File: src/design/ssx_defines.vh
// constants for the subtract/swap/xor datapath
// Functional notes
// - literal minus working register into working register
// - literal subtract carry and half carry rules
// - file minus working register, address to 127
// - file subtract carry and half carry rules
// - destination 0 working, 1 file register
// - swap destination follows the destination bit like the file ops
// - borrow subtract: file minus W minus borrow
// - swap nibbles, flags untouched
// - direction load: 5 A, 6 B, 7 C
// - xor immediate into working, zero only
// - xor file routed by destination, zero only
`ifndef SSX_DEFINES_VH
`define SSX_DEFINES_VH
`define SSX_OP_NONE    3'h0
`define SSX_OP_SUBLIT  3'h1
`define SSX_OP_SUBFILE 3'h2
`define SSX_OP_SUBBRW  3'h3
`define SSX_OP_SWAP    3'h4
`define SSX_OP_DIRLD   3'h5
`define SSX_OP_XORIMM  3'h6
`define SSX_OP_XORFILE 3'h7
`define SSX_DIR_A      3'h5
`define SSX_DIR_B      3'h6
`define SSX_DIR_C      3'h7
`define SSX_DEST_W     1'h0
`define SSX_DEST_F     1'h1
`define SSX_W_RST      8'h00
`define SSX_DIR_RST    8'hFF
`define SSX_ADDR_MAX   7'h7F
`endif

File: src/design/ssx_alu.v
// subtract, swap, xor and direction-load datapath
`timescale 1ns/1ns
`include "ssx_defines.vh"
module ssx_alu #(
  parameter WIDTH = 8
) (
  input  wire             CORE_CLK,
  input  wire             RST_B,
  input  wire             OP_VALID,
  input  wire [2:0]       OP_CODE,
  input  wire [WIDTH-1:0] OP_LIT,
  input  wire [6:0]       OP_ADDR,
  input  wire             OP_DEST,
  input  wire [WIDTH-1:0] FILE_RDATA,
  input  wire             CARRY_IN,
  input  wire             HALF_CARRY_IN,
  input  wire             ZERO_IN,
  output reg  [WIDTH-1:0] W_OUT,
  output reg              FILE_WE,
  output reg  [6:0]       FILE_WADDR,
  output reg  [WIDTH-1:0] FILE_WDATA,
  output reg              FLAG_WE,
  output reg              CARRY_OUT,
  output reg              HALF_CARRY_OUT,
  output reg              ZERO_OUT,
  output reg  [WIDTH-1:0] PORT_A_DIRECTION,
  output reg  [WIDTH-1:0] PORT_B_DIRECTION,
  output reg  [WIDTH-1:0] PORT_C_DIRECTION
);
  // opcode view, each gated by valid
  wire             op_sublit;
  wire             op_subfile;
  wire             op_subbrw;
  wire             op_swap;
  wire             op_dirld;
  wire             op_xorimm;
  wire             op_xorfile;
  wire             op_sub_any;
  wire             op_xor_any;
  wire             op_routed;
  wire             dest_is_file;
  wire             dest_is_w;
  wire [2:0]       dir_sel;
  reg  [WIDTH-1:0] minu;
  reg              brw;
  reg  [WIDTH:0]   diff;
  reg  [4:0]       ldiff;
  reg              c_new;
  reg              dc_new;
  reg  [WIDTH-1:0] sub_res;
  reg  [WIDTH-1:0] swap_res;
  reg  [WIDTH-1:0] xor_res;
  reg  [WIDTH-1:0] res;
  reg              to_file;
  reg              to_w;
  reg              upd_c;
  reg              upd_z;
  reg              res_zero;
  reg              carry_d;
  reg              half_carry_d;
  reg              zero_d;
  reg  [WIDTH-1:0] w_d;

  assign op_sublit    = OP_VALID & (OP_CODE == `SSX_OP_SUBLIT);
  assign op_subfile   = OP_VALID & (OP_CODE == `SSX_OP_SUBFILE);
  assign op_subbrw    = OP_VALID & (OP_CODE == `SSX_OP_SUBBRW);
  assign op_swap      = OP_VALID & (OP_CODE == `SSX_OP_SWAP);
  assign op_dirld     = OP_VALID & (OP_CODE == `SSX_OP_DIRLD);
  assign op_xorimm    = OP_VALID & (OP_CODE == `SSX_OP_XORIMM);
  assign op_xorfile   = OP_VALID & (OP_CODE == `SSX_OP_XORFILE);
  assign op_sub_any   = op_sublit | op_subfile | op_subbrw;
  assign op_xor_any   = op_xorimm | op_xorfile;
  assign op_routed    = op_subfile | op_subbrw | op_swap | op_xorfile;
  assign dest_is_file = (OP_DEST == `SSX_DEST_F);
  assign dest_is_w    = (OP_DEST == `SSX_DEST_W);
  // only low operand bits pick a direction; aliases above 7 are not trapped
  assign dir_sel      = OP_ADDR[2:0];

  always @* begin
    minu = FILE_RDATA;
    if (op_sublit) begin
      minu = OP_LIT;
    end
  end

  always @* begin
    brw = 1'b0;
    if (op_subbrw) begin
      brw = ~CARRY_IN;
    end
  end

  always @* begin
    diff    = {1'b0, minu} - {1'b0, W_OUT} - {{WIDTH{1'b0}}, brw};
    ldiff   = {1'b0, minu[3:0]} - {1'b0, W_OUT[3:0]} - {4'h0, brw};
    sub_res = diff[WIDTH-1:0];
  end

  always @* begin
    c_new  = ~diff[WIDTH];
    dc_new = ~ldiff[4];
  end

  always @* begin
    swap_res = {FILE_RDATA[3:0], FILE_RDATA[7:4]};
  end

  always @* begin
    xor_res = W_OUT ^ FILE_RDATA;
    if (op_xorimm) begin
      xor_res = W_OUT ^ OP_LIT;
    end
  end

  // result select by opcode
  always @* begin
    res = {WIDTH{1'b0}};
    case (OP_CODE)
      `SSX_OP_SUBLIT: begin
        res = sub_res;
      end
      `SSX_OP_SUBFILE: begin
        res = sub_res;
      end
      `SSX_OP_SUBBRW: begin
        res = sub_res;
      end
      `SSX_OP_SWAP: begin
        res = swap_res;
      end
      `SSX_OP_XORIMM: begin
        res = xor_res;
      end
      `SSX_OP_XORFILE: begin
        res = xor_res;
      end
      default: begin
        res = {WIDTH{1'b0}};
      end
    endcase
  end

  always @* begin
    to_file = 1'b0;
    to_w    = 1'b0;
    if (op_sublit | op_xorimm) begin
      to_w = 1'b1;
    end
    if (op_routed) begin
      to_file = dest_is_file;
      to_w    = dest_is_w;
    end
  end

  // flags touched per operation
  always @* begin
    upd_c = op_sub_any;
    upd_z = op_sub_any | op_xor_any;
  end

  always @* begin
    res_zero = (res == {WIDTH{1'b0}});
  end

  // on a valid op unaffected flags copy the incoming status; idle cycles hold the registered flags
  always @* begin
    carry_d      = CARRY_OUT;
    half_carry_d = HALF_CARRY_OUT;
    zero_d       = ZERO_OUT;
    if (OP_VALID) begin
      carry_d      = CARRY_IN;
      half_carry_d = HALF_CARRY_IN;
      zero_d       = ZERO_IN;
      if (upd_c) begin
        carry_d      = c_new;
        half_carry_d = dc_new;
      end
      if (upd_z) begin
        zero_d = res_zero;
      end
    end
  end

  // next working register value
  always @* begin
    w_d = W_OUT;
    if (to_w) begin
      w_d = res;
    end
  end

  always @(posedge CORE_CLK or negedge RST_B) begin
    if (!RST_B) begin
      W_OUT <= `SSX_W_RST;
    end else begin
      W_OUT <= w_d;
    end
  end

  always @(posedge CORE_CLK or negedge RST_B) begin
    if (!RST_B) begin
      FILE_WE <= 1'b0;
    end else begin
      FILE_WE <= to_file;
    end
  end

  always @(posedge CORE_CLK or negedge RST_B) begin
    if (!RST_B) begin
      FILE_WADDR <= 7'h00;
    end else begin
      FILE_WADDR <= OP_ADDR & `SSX_ADDR_MAX;
    end
  end

  // data follows every cycle; only the strobe qualifies it
  always @(posedge CORE_CLK or negedge RST_B) begin
    if (!RST_B) begin
      FILE_WDATA <= `SSX_W_RST;
    end else begin
      FILE_WDATA <= res;
    end
  end

  // flag write strobe, one cycle
  always @(posedge CORE_CLK or negedge RST_B) begin
    if (!RST_B) begin
      FLAG_WE <= 1'b0;
    end else begin
      FLAG_WE <= upd_c | upd_z;
    end
  end

  always @(posedge CORE_CLK or negedge RST_B) begin
    if (!RST_B) begin
      CARRY_OUT <= 1'b0;
    end else begin
      CARRY_OUT <= carry_d;
    end
  end

  always @(posedge CORE_CLK or negedge RST_B) begin
    if (!RST_B) begin
      HALF_CARRY_OUT <= 1'b0;
    end else begin
      HALF_CARRY_OUT <= half_carry_d;
    end
  end

  always @(posedge CORE_CLK or negedge RST_B) begin
    if (!RST_B) begin
      ZERO_OUT <= 1'b0;
    end else begin
      ZERO_OUT <= zero_d;
    end
  end

  always @(posedge CORE_CLK or negedge RST_B) begin
    if (!RST_B) begin
      PORT_A_DIRECTION <= `SSX_DIR_RST;
    end else if (op_dirld && dir_sel == `SSX_DIR_A) begin
      PORT_A_DIRECTION <= W_OUT;
    end
  end

  always @(posedge CORE_CLK or negedge RST_B) begin
    if (!RST_B) begin
      PORT_B_DIRECTION <= `SSX_DIR_RST;
    end else if (op_dirld && dir_sel == `SSX_DIR_B) begin
      PORT_B_DIRECTION <= W_OUT;
    end
  end

  always @(posedge CORE_CLK or negedge RST_B) begin
    if (!RST_B) begin
      PORT_C_DIRECTION <= `SSX_DIR_RST;
    end else if (op_dirld && dir_sel == `SSX_DIR_C) begin
      PORT_C_DIRECTION <= W_OUT;
    end
  end

endmodule // ssx_alu

File: config.mk
export PLATFORM = sky130hd
export DESIGN_NAME = ssx_alu
export DESIGN_NICKNAME = d
export VERILOG_FILES = /design/src/design/ssx_alu.v
export VERILOG_INCLUDE_DIRS = /design/src /design/src/design
export SDC_FILE = /design/constraint.sdc
export NUM_CORES = 1
export LEC_CHECK = 0
export BUFFER_PORTS_ARGS = -buffer_cell sky130_fd_sc_hd__buf_2
export CAP_MARGIN = 10
export CELL_PAD_IN_SITES_DETAIL_PLACEMENT = 0
export CELL_PAD_IN_SITES_GLOBAL_PLACEMENT = 1
export CORE_MARGIN = 2
export CORE_UTILIZATION = 39
export CTS_CLUSTER_DIAMETER = 60
export DETAILED_ROUTE_END_ITERATION = 7
export GPL_TIMING_DRIVEN = 1
export PLACE_DENSITY_LB_ADDON = 0.1
export SKIP_LAST_GASP = 1
export SYNTH_ARGS = -nofsm -noshare
export SYNTH_HDL_FRONTEND = slang
export SYNTH_SLANG_ARGS = --single-unit
File: constraint.sdc
create_clock -name CORE_CLK -period 3.77 [get_ports CORE_CLK]
set_clock_uncertainty 0.15 [all_clocks]
set_input_delay 0.5655 -clock CORE_CLK [delete_from_list [all_inputs] [get_ports CORE_CLK]]
set_output_delay 0.5655 -clock CORE_CLK [all_outputs]
set_load 0.02 [all_outputs]
==> impl_metrics.json, run 1 <==
{
  "numCtsBuffers": 5,
  "dpl.hpwl_um": 5570,
  "min_path_type": "primary input to async pin",
  "synth_cells": 258,
  "cp-start-kind": "primary input",
  "avgSynthCellArea_um2": 10.9,
  "cts-root-buf": "clkbuf_8",
  "period_minus_slack_ns": 3.57,
  "synth_common_cells": "dfrtp_1, mux2_2, dfstp_2",
  "synth.most_common_cell": "dfrtp_1",
  "grt_pass1_wl_um": 10700,
  "rows": 30,
  "cts_tree": "yes",
  "cp_max_fo": 5,
  "ys_warn_count": 0,
  "vias": 2277,
  "worst_pin_slew_ns": 0.823,
  "clock_sinks": 52,
  "fillers": 660,
  "synth.largest_area_cell": "dfrtp_1",
  "ys.flop_type": "dfrtp_1",
  "drc": 0,
  "synthDominantCellAreaShare": 0.250,
  "cts.clk_slew.worst_paths_ns": 0.10,
  "ir_drop_mv": 0.387,
  "grt_usage": 0.181,
  "synth.distinct_cells": 41,
  "slew_headroom": 0.448,
  "finalSetupViolCount": 0,
  "synthesis.area_um2": 2810,
  "syn2layout_area_growth_pct": 27.0,
  "fin_nets": 410,
  "clock_latency_ns": 0.31,
  "synth_edf_count": 0,
  "setup.worst_path.end_class": "flop",
  "wl_per_cell_um": 15.4,
  "synthArstFlopShare": 1.00,
  "p_leak_nw": 1.75,
  "final_area_um2": 3560,
  "drt-pass1-iter-count": 4,
  "place_ws_ns": -0.111,
  "fin_ws_ns": 0.199,
  "rsz0062_at_grt": "no",
  "cts_setup_buffers": 0,
  "seq_area_um2": 1330,
  "powerDensity_nw_per_um2": 719,
  "synth_nets": 305,
  "synth_area_leaders": "dfrtp_1, dfstp_2, mux2_2",
  "core_area_um2": 6870,
  "ant_nets": 0,
  "ioPinCount": 85,
  "io_buffers": 84,
  "drive_gt1_frac": 0.464,
  "die_h_um": 88.8,
  "setup_tns_ns": 0,
  "fin_crit_sh": 0.947,
  "fmax_mhz": 280,
  "status": "finished clean",
  "dpl_cell_area_um2": 3460,
  "multi_input_area_um2": 1370,
  "antenna_found_initial": 0,
  "max-cap-violations": 0,
  "routabilityCongestion": 0.878,
  "die-width_um": 88.8,
  "drt_iter0_drc": 85,
  "cts.path.max_buffers": 2,
  "diodes": 0,
  "cts_resized": 0,
  "routed_wl_um": 7100,
  "crit_type": "primary input to flop",
  "synth-seq-cells": 52,
  "final_hold_viol_count": 0,
  "grt_max_degree": 32,
  "slew_violations": 0,
  "ys_seq_area_frac": 0.474,
  "gr-total-overflow": 0,
  "grt_pass1_vias": 2124,
  "start_util": 0.409,
  "worst_ep_arrival_time_ns": 3.65,
  "routed_via_density": 4.95,
  "htree_num_levels": 2,
  "hold_buffers": 0,
  "dieArea_um2": 7890,
  "required_ns": 3.84
}
[stage by stage]
step                      cells  power [mW]  hold slack (ns)  utilization
after global placement      452        2.23            0.318        0.504
after CTS                   460        2.59            0.146        0.519
after detailed placement    452        2.23            0.324        0.504
final                       460        2.56            0.129        0.519
after floorplan             258        1.71            0.120            -
after global routing        460        2.75            0.155        0.519
[critical path, cell delays in order]
cell	delay [ns]
buf_2	0.10
and4bb_1	0.33
buf_4	0.19
mux2i_1	0.09
ha_1	0.27
inv_1	0.04
ha_1	0.28
a21bo_2	0.23
a211oi_1	0.35
xor2_1	0.13
a221o_1	0.37
or4_1	0.54
o31ai_2	0.17
[area by class of cell]
type	count	share of cell area
Multi-Input combinational cell	181	0.384
Sequential cell	52	0.373
Timing Repair Buffer	105	0.162
Tap cell	96	0.0337
Clock buffer	6	0.0232
Inverter	18	0.0190
Clock inverter	2	0.00491
[registers in the layout, indices dropped and copies added, names as in the netlist, 7 cells and up]
signal	flops
W_OUT	8
FILE_WADDR	7
PORT_B_DIRECTION	8
PORT_A_DIRECTION	8
PORT_C_DIRECTION	8
FILE_WDATA	8
[worst paths after layout]
kind / from / endpoint / slack, ns / depth (start not counted)
worst min register to register: PORT_A_DIRECTION[0]$_DFFE_PN1P_ / PORT_A_DIRECTION[0]$_DFFE_PN1P_ / 0.33 / 2
min in group CORE_CLK: OP_ADDR[4] / FILE_WADDR[4]$_DFF_PN0_ / 0.21 / 1
worst max register to register: W_OUT[0]$_DFFE_PN0P_ / ZERO_OUT$_DFFE_PN0P_ / 0.46 / 10
worst min-delay path: RST_B / FILE_WADDR[1]$_DFF_PN0_ / 0.13 / 1
worst max-delay path: OP_CODE[1] / ZERO_OUT$_DFFE_PN0P_ / 0.20 / 13
max in group asynchronous: RST_B / PORT_C_DIRECTION[7]$_DFFE_PN1P_ / 2.54 / 2
[layout by cell type, fill, tap and decap left out, types with 3 or more instances in the layout]
cell | Yosys | routed
a221oi_1 | 3 | 3
inv_1 | 18 | 18
mux2i_1 | 14 | 14
a31oi_1 | 5 | 5
clkbuf_8 | 0 | 6
dfrtp_1 | 28 | 28
o32a_1 | 3 | 3
ha_1 | 12 | 12
nor2b_1 | 5 | 5
xnor2_1 | 5 | 5
buf_2 | 3 | 84
nor3_1 | 7 | 7
buf_4 | 0 | 21
a21oi_1 | 18 | 18
o21ai_1 | 4 | 5
dfstp_2 | 24 | 24
nand2_1 | 16 | 16
a21o_1 | 3 | 3
o21ai_0 | 11 | 10
mux2_2 | 25 | 25
xor2_1 | 5 | 5
nand3_1 | 3 | 3
nor2_1 | 20 | 20
[per-layer routing]
layer  routed length [um]  part of all wire  track usage  vias to the layer above
met5                    0                 0            0                        -
met4                   75             0.011       0.0523                        0
met3                  487             0.069       0.0382                        9
met2                 3120              0.44        0.267                       80
met1                 3410              0.48        0.268                     1064
li1                     -                 -            -                     1124
[where the power goes]
group          internal [mW]  total, mW  switching [mW]
clock network          0.154      0.351           0.197
registers              0.752      0.879           0.127
logic                  0.590       1.33           0.741
total                   1.50       2.56            1.07
[logic make-up (layout without fill, tap and decap cells)]
logic type | count (synthesis) | in the layout | share of synthesized area
AO/OA/AOI/OAI | 55 | 55 | 0.127
flip-flops | 52 | 52 | 0.474
multiplexers | 39 | 39 | 0.150
buffers and inverters | 25 | 131 | 0.0401
XOR/XNOR | 10 | 10 | 0.0312
adder cells (fa/ha/maj) | 14 | 14 | 0.0678
AND/OR/NAND/NOR | 63 | 63 | 0.110
Power figures use the tool's default switching activity.
==> run 2: changes to the inputs <==
- ABC_AREA: unset -> 1
- CORE_MARGIN: 2 -> 5
- CORE_UTILIZATION: 39 -> 37
==> impl_metrics.json, run 2 <==
{
  "synth_common_cells": "nand2_1, inv_1, o21ai_0",
  "start_util": 0.381,
  "fin_crit_sh": 0.879,
  "ys.flop_type": "dfrtp_1",
  "final_cell_mix": "nand2_1, buf_2, inv_1, o21ai_0",
  "diodes": 0,
  "wl_per_cell_um": 14.5,
  "clock_sinks": 52,
  "drt-pass1-iter-count": 4,
  "slew_headroom": 0.542,
  "cpPeakStageDelay_ns": 0.43,
  "rows": 32,
  "synth.largest_area_cell": "dfrtp_1",
  "rr_endpoint": "ZERO_OUT$_DFFE_PN0P_",
  "syn2layout_area_growth_pct": 21.8,
  "gr-total-overflow": 0,
  "max-cap-violations": 0,
  "synth_area_leaders": "dfrtp_1, dfstp_2, nand2_1",
  "synth-seq-cells": 52,
  "dp_cells": 560,
  "fillers": 812,
  "die-width_um": 99.2,
  "cts_resized": 0,
  "ant_nets": 0,
  "cts_tree": "yes",
  "routed_via_density": 4.73,
  "slew_violations": 0,
  "synth_nets": 428,
  "synthArstFlopShare": 1.00,
  "cts_setup_buffers": 0,
  "numCtsBuffers": 5,
  "cts-root-buf": "clkbuf_8",
  "r2r-start": "W_OUT[0]$_DFFE_PN0P_",
  "min_path_type": "primary input to async pin",
  "setup.worst_path.end_class": "flop",
  "fin_nets": 512,
  "antenna_found_initial": 0,
  "fmax_mhz": 302,
  "cts.path.max_buffers": 2,
  "ir_drop_mv": 0.264,
  "worst_pin_slew_ns": 0.687,
  "grt_usage": 0.174,
  "synth.most_common_cell": "nand2_1",
  "fin_ws_ns": 0.455,
  "reg2reg_slack_ns": 1.01,
  "powerDensity_nw_per_um2": 618,
  "routed_wl_um": 8230,
  "place_ws_ns": 0.157,
  "vias": 2680,
  "synthesis.area_um2": 2940,
  "crit_slowest_cell": "fa_1",
  "drt_iter0_drc": 124,
  "synthDominantCellAreaShare": 0.238,
  "period_minus_slack_ns": 3.32,
  "synth.distinct_cells": 33,
  "die_h_um": 99.2,
  "grt_pass1_wl_um": 13700,
  "p_leak_nw": 1.94,
  "crit_type": "primary input to flop",
  "drive_gt1_frac": 0.301,
  "worst_ep_arrival_time_ns": 3.40,
  "finalSetupViolCount": 0,
  "cp_max_fo": 15,
  "crit_buf_inv": 4,
  "hold_buffers": 0,
  "synth_cells": 381,
  "dieArea_um2": 9840,
  "cp_top_family": "simple AND/OR/NAND/NOR gates",
  "cp-startpoint": "OP_VALID",
  "crit_chain": "buf_2 > inv_4 > nor2_2 > nand2_2 > o21ai_0 > fa_1 > inv_1 > fa_1 > nand2_1 > nand2_1 > nand2_1 > nand2_1 > nand2_1 > o22ai_1 > inv_1 > nand2_1 > nor2_1 > nand2_1 > nor2_1 > nand2_1 > a21oi_2",
  "ys_warn_count": 0,
  "final_hold_viol_count": 0,
  "dpl.hpwl_um": 6740,
  "htree_num_levels": 2,
  "rsz0062_at_grt": "no",
  "rr_worst_depth": 17,
  "cp_common_cell": "nand2_1",
  "core_area_um2": 7730,
  "setup_tns_ns": 0,
  "clock_latency_ns": 0.30,
  "routabilityCongestion": 0.852,
  "required_ns": 3.85,
  "grt_max_degree": 32,
  "avgSynthCellArea_um2": 7.73,
  "synth_edf_count": 0,
  "final_cells": 567,
  "drc": 0,
  "cts.clk_slew.worst_paths_ns": 0.09,
  "io_buffers": 84,
  "ioPinCount": 85,
  "layout_commonest_cell": "nand2_1",
  "grt_pass1_vias": 2697,
  "cp-start-kind": "primary input",
  "ys_seq_area_frac": 0.452,
  "final_core_util": 0.464,
  "status": "finished clean"
}
-- run 2: worst max path at each step --
stage | endpoint | slack, ns | cells after the start
floorplan | ZERO_OUT$_DFFE_PN0P_ | 0.62 | 18
global placement | ZERO_OUT$_DFFE_PN0P_ | 0.18 | 21
detailed placement | ZERO_OUT$_DFFE_PN0P_ | 0.16 | 21
CTS | ZERO_OUT$_DFFE_PN0P_ | 0.45 | 21
global route | ZERO_OUT$_DFFE_PN0P_ | 0.19 | 21
finish | ZERO_OUT$_DFFE_PN0P_ | 0.45 | 21
-- run 2: worst reg2reg max path, stage by stage (launching register included) --
cell	delay, ns
dfrtp_1	0.42
inv_1	0.20
fa_1	0.26
inv_1	0.07
fa_1	0.43
nand2_1	0.11
nand2_1	0.05
nand2_1	0.11
nand2_1	0.08
nand2_1	0.07
o22ai_1	0.06
inv_1	0.07
nand2_1	0.09
nor2_1	0.13
nand2_1	0.07
nor2_1	0.15
nand2_1	0.09
a21oi_2	0.10
-- run 2: report_power, final --
| part | switching, mW | leakage [nW] | internal, mW |
|---|---|---|---|
| clock | 0.175 | 0.0642 | 0.261 |
| sequential | 0.0856 | 0.591 | 0.714 |
| combinational | 0.654 | 1.28 | 0.326 |
-- run 2: cell type report --
type / instances / area, um2 / share of cell area
Clock buffer: 5 / 68.8 / 0.0192
Clock inverter: 2 / 60.1 / 0.0168
Inverter: 64 / 243 / 0.0677
Multi-Input combinational cell: 257 / 1330 / 0.370
Sequential cell: 52 / 1330 / 0.371
Tap cell: 102 / 128 / 0.0356
Timing Repair Buffer: 85 / 428 / 0.119
-- run 2: logic make-up after synthesis --
| group | count (synthesis) | synth area share |
|---|---|---|
| XOR/XNOR | 1 | 0.00298 |
| buffers and inverters | 72 | 0.0973 |
| AND/OR/NAND/NOR | 181 | 0.266 |
| flip-flops | 52 | 0.452 |
| AO/OA/AOI/OAI | 60 | 0.113 |
| adder cells (fa/ha/maj) | 14 | 0.0646 |
| multiplexers | 1 | 0.00340 |
-- run 2: stage by stage --
step / total power, mW / instance area, um2 / hold slack (ns)
6_report: 2.22 / 3580 / 0.152
5_1_grt: 2.41 / 3580 / 0.195
4_1_cts: 2.24 / 3580 / 0.177
3_5_place_dp: 1.80 / 3460 / 0.315
3_3_place_gp: 1.79 / 3460 / 0.318
2_1_floorplan: 1.46 / 2940 / 0.120
-- run 2: metal layers --
layer,up-vias,global-route usage,wire [um]
li1,1364,-,-
met5,-,0,0
met1,1233,0.242,3830
met2,77,0.279,3740
met3,6,0.0407,611
met4,0,0.0315,51
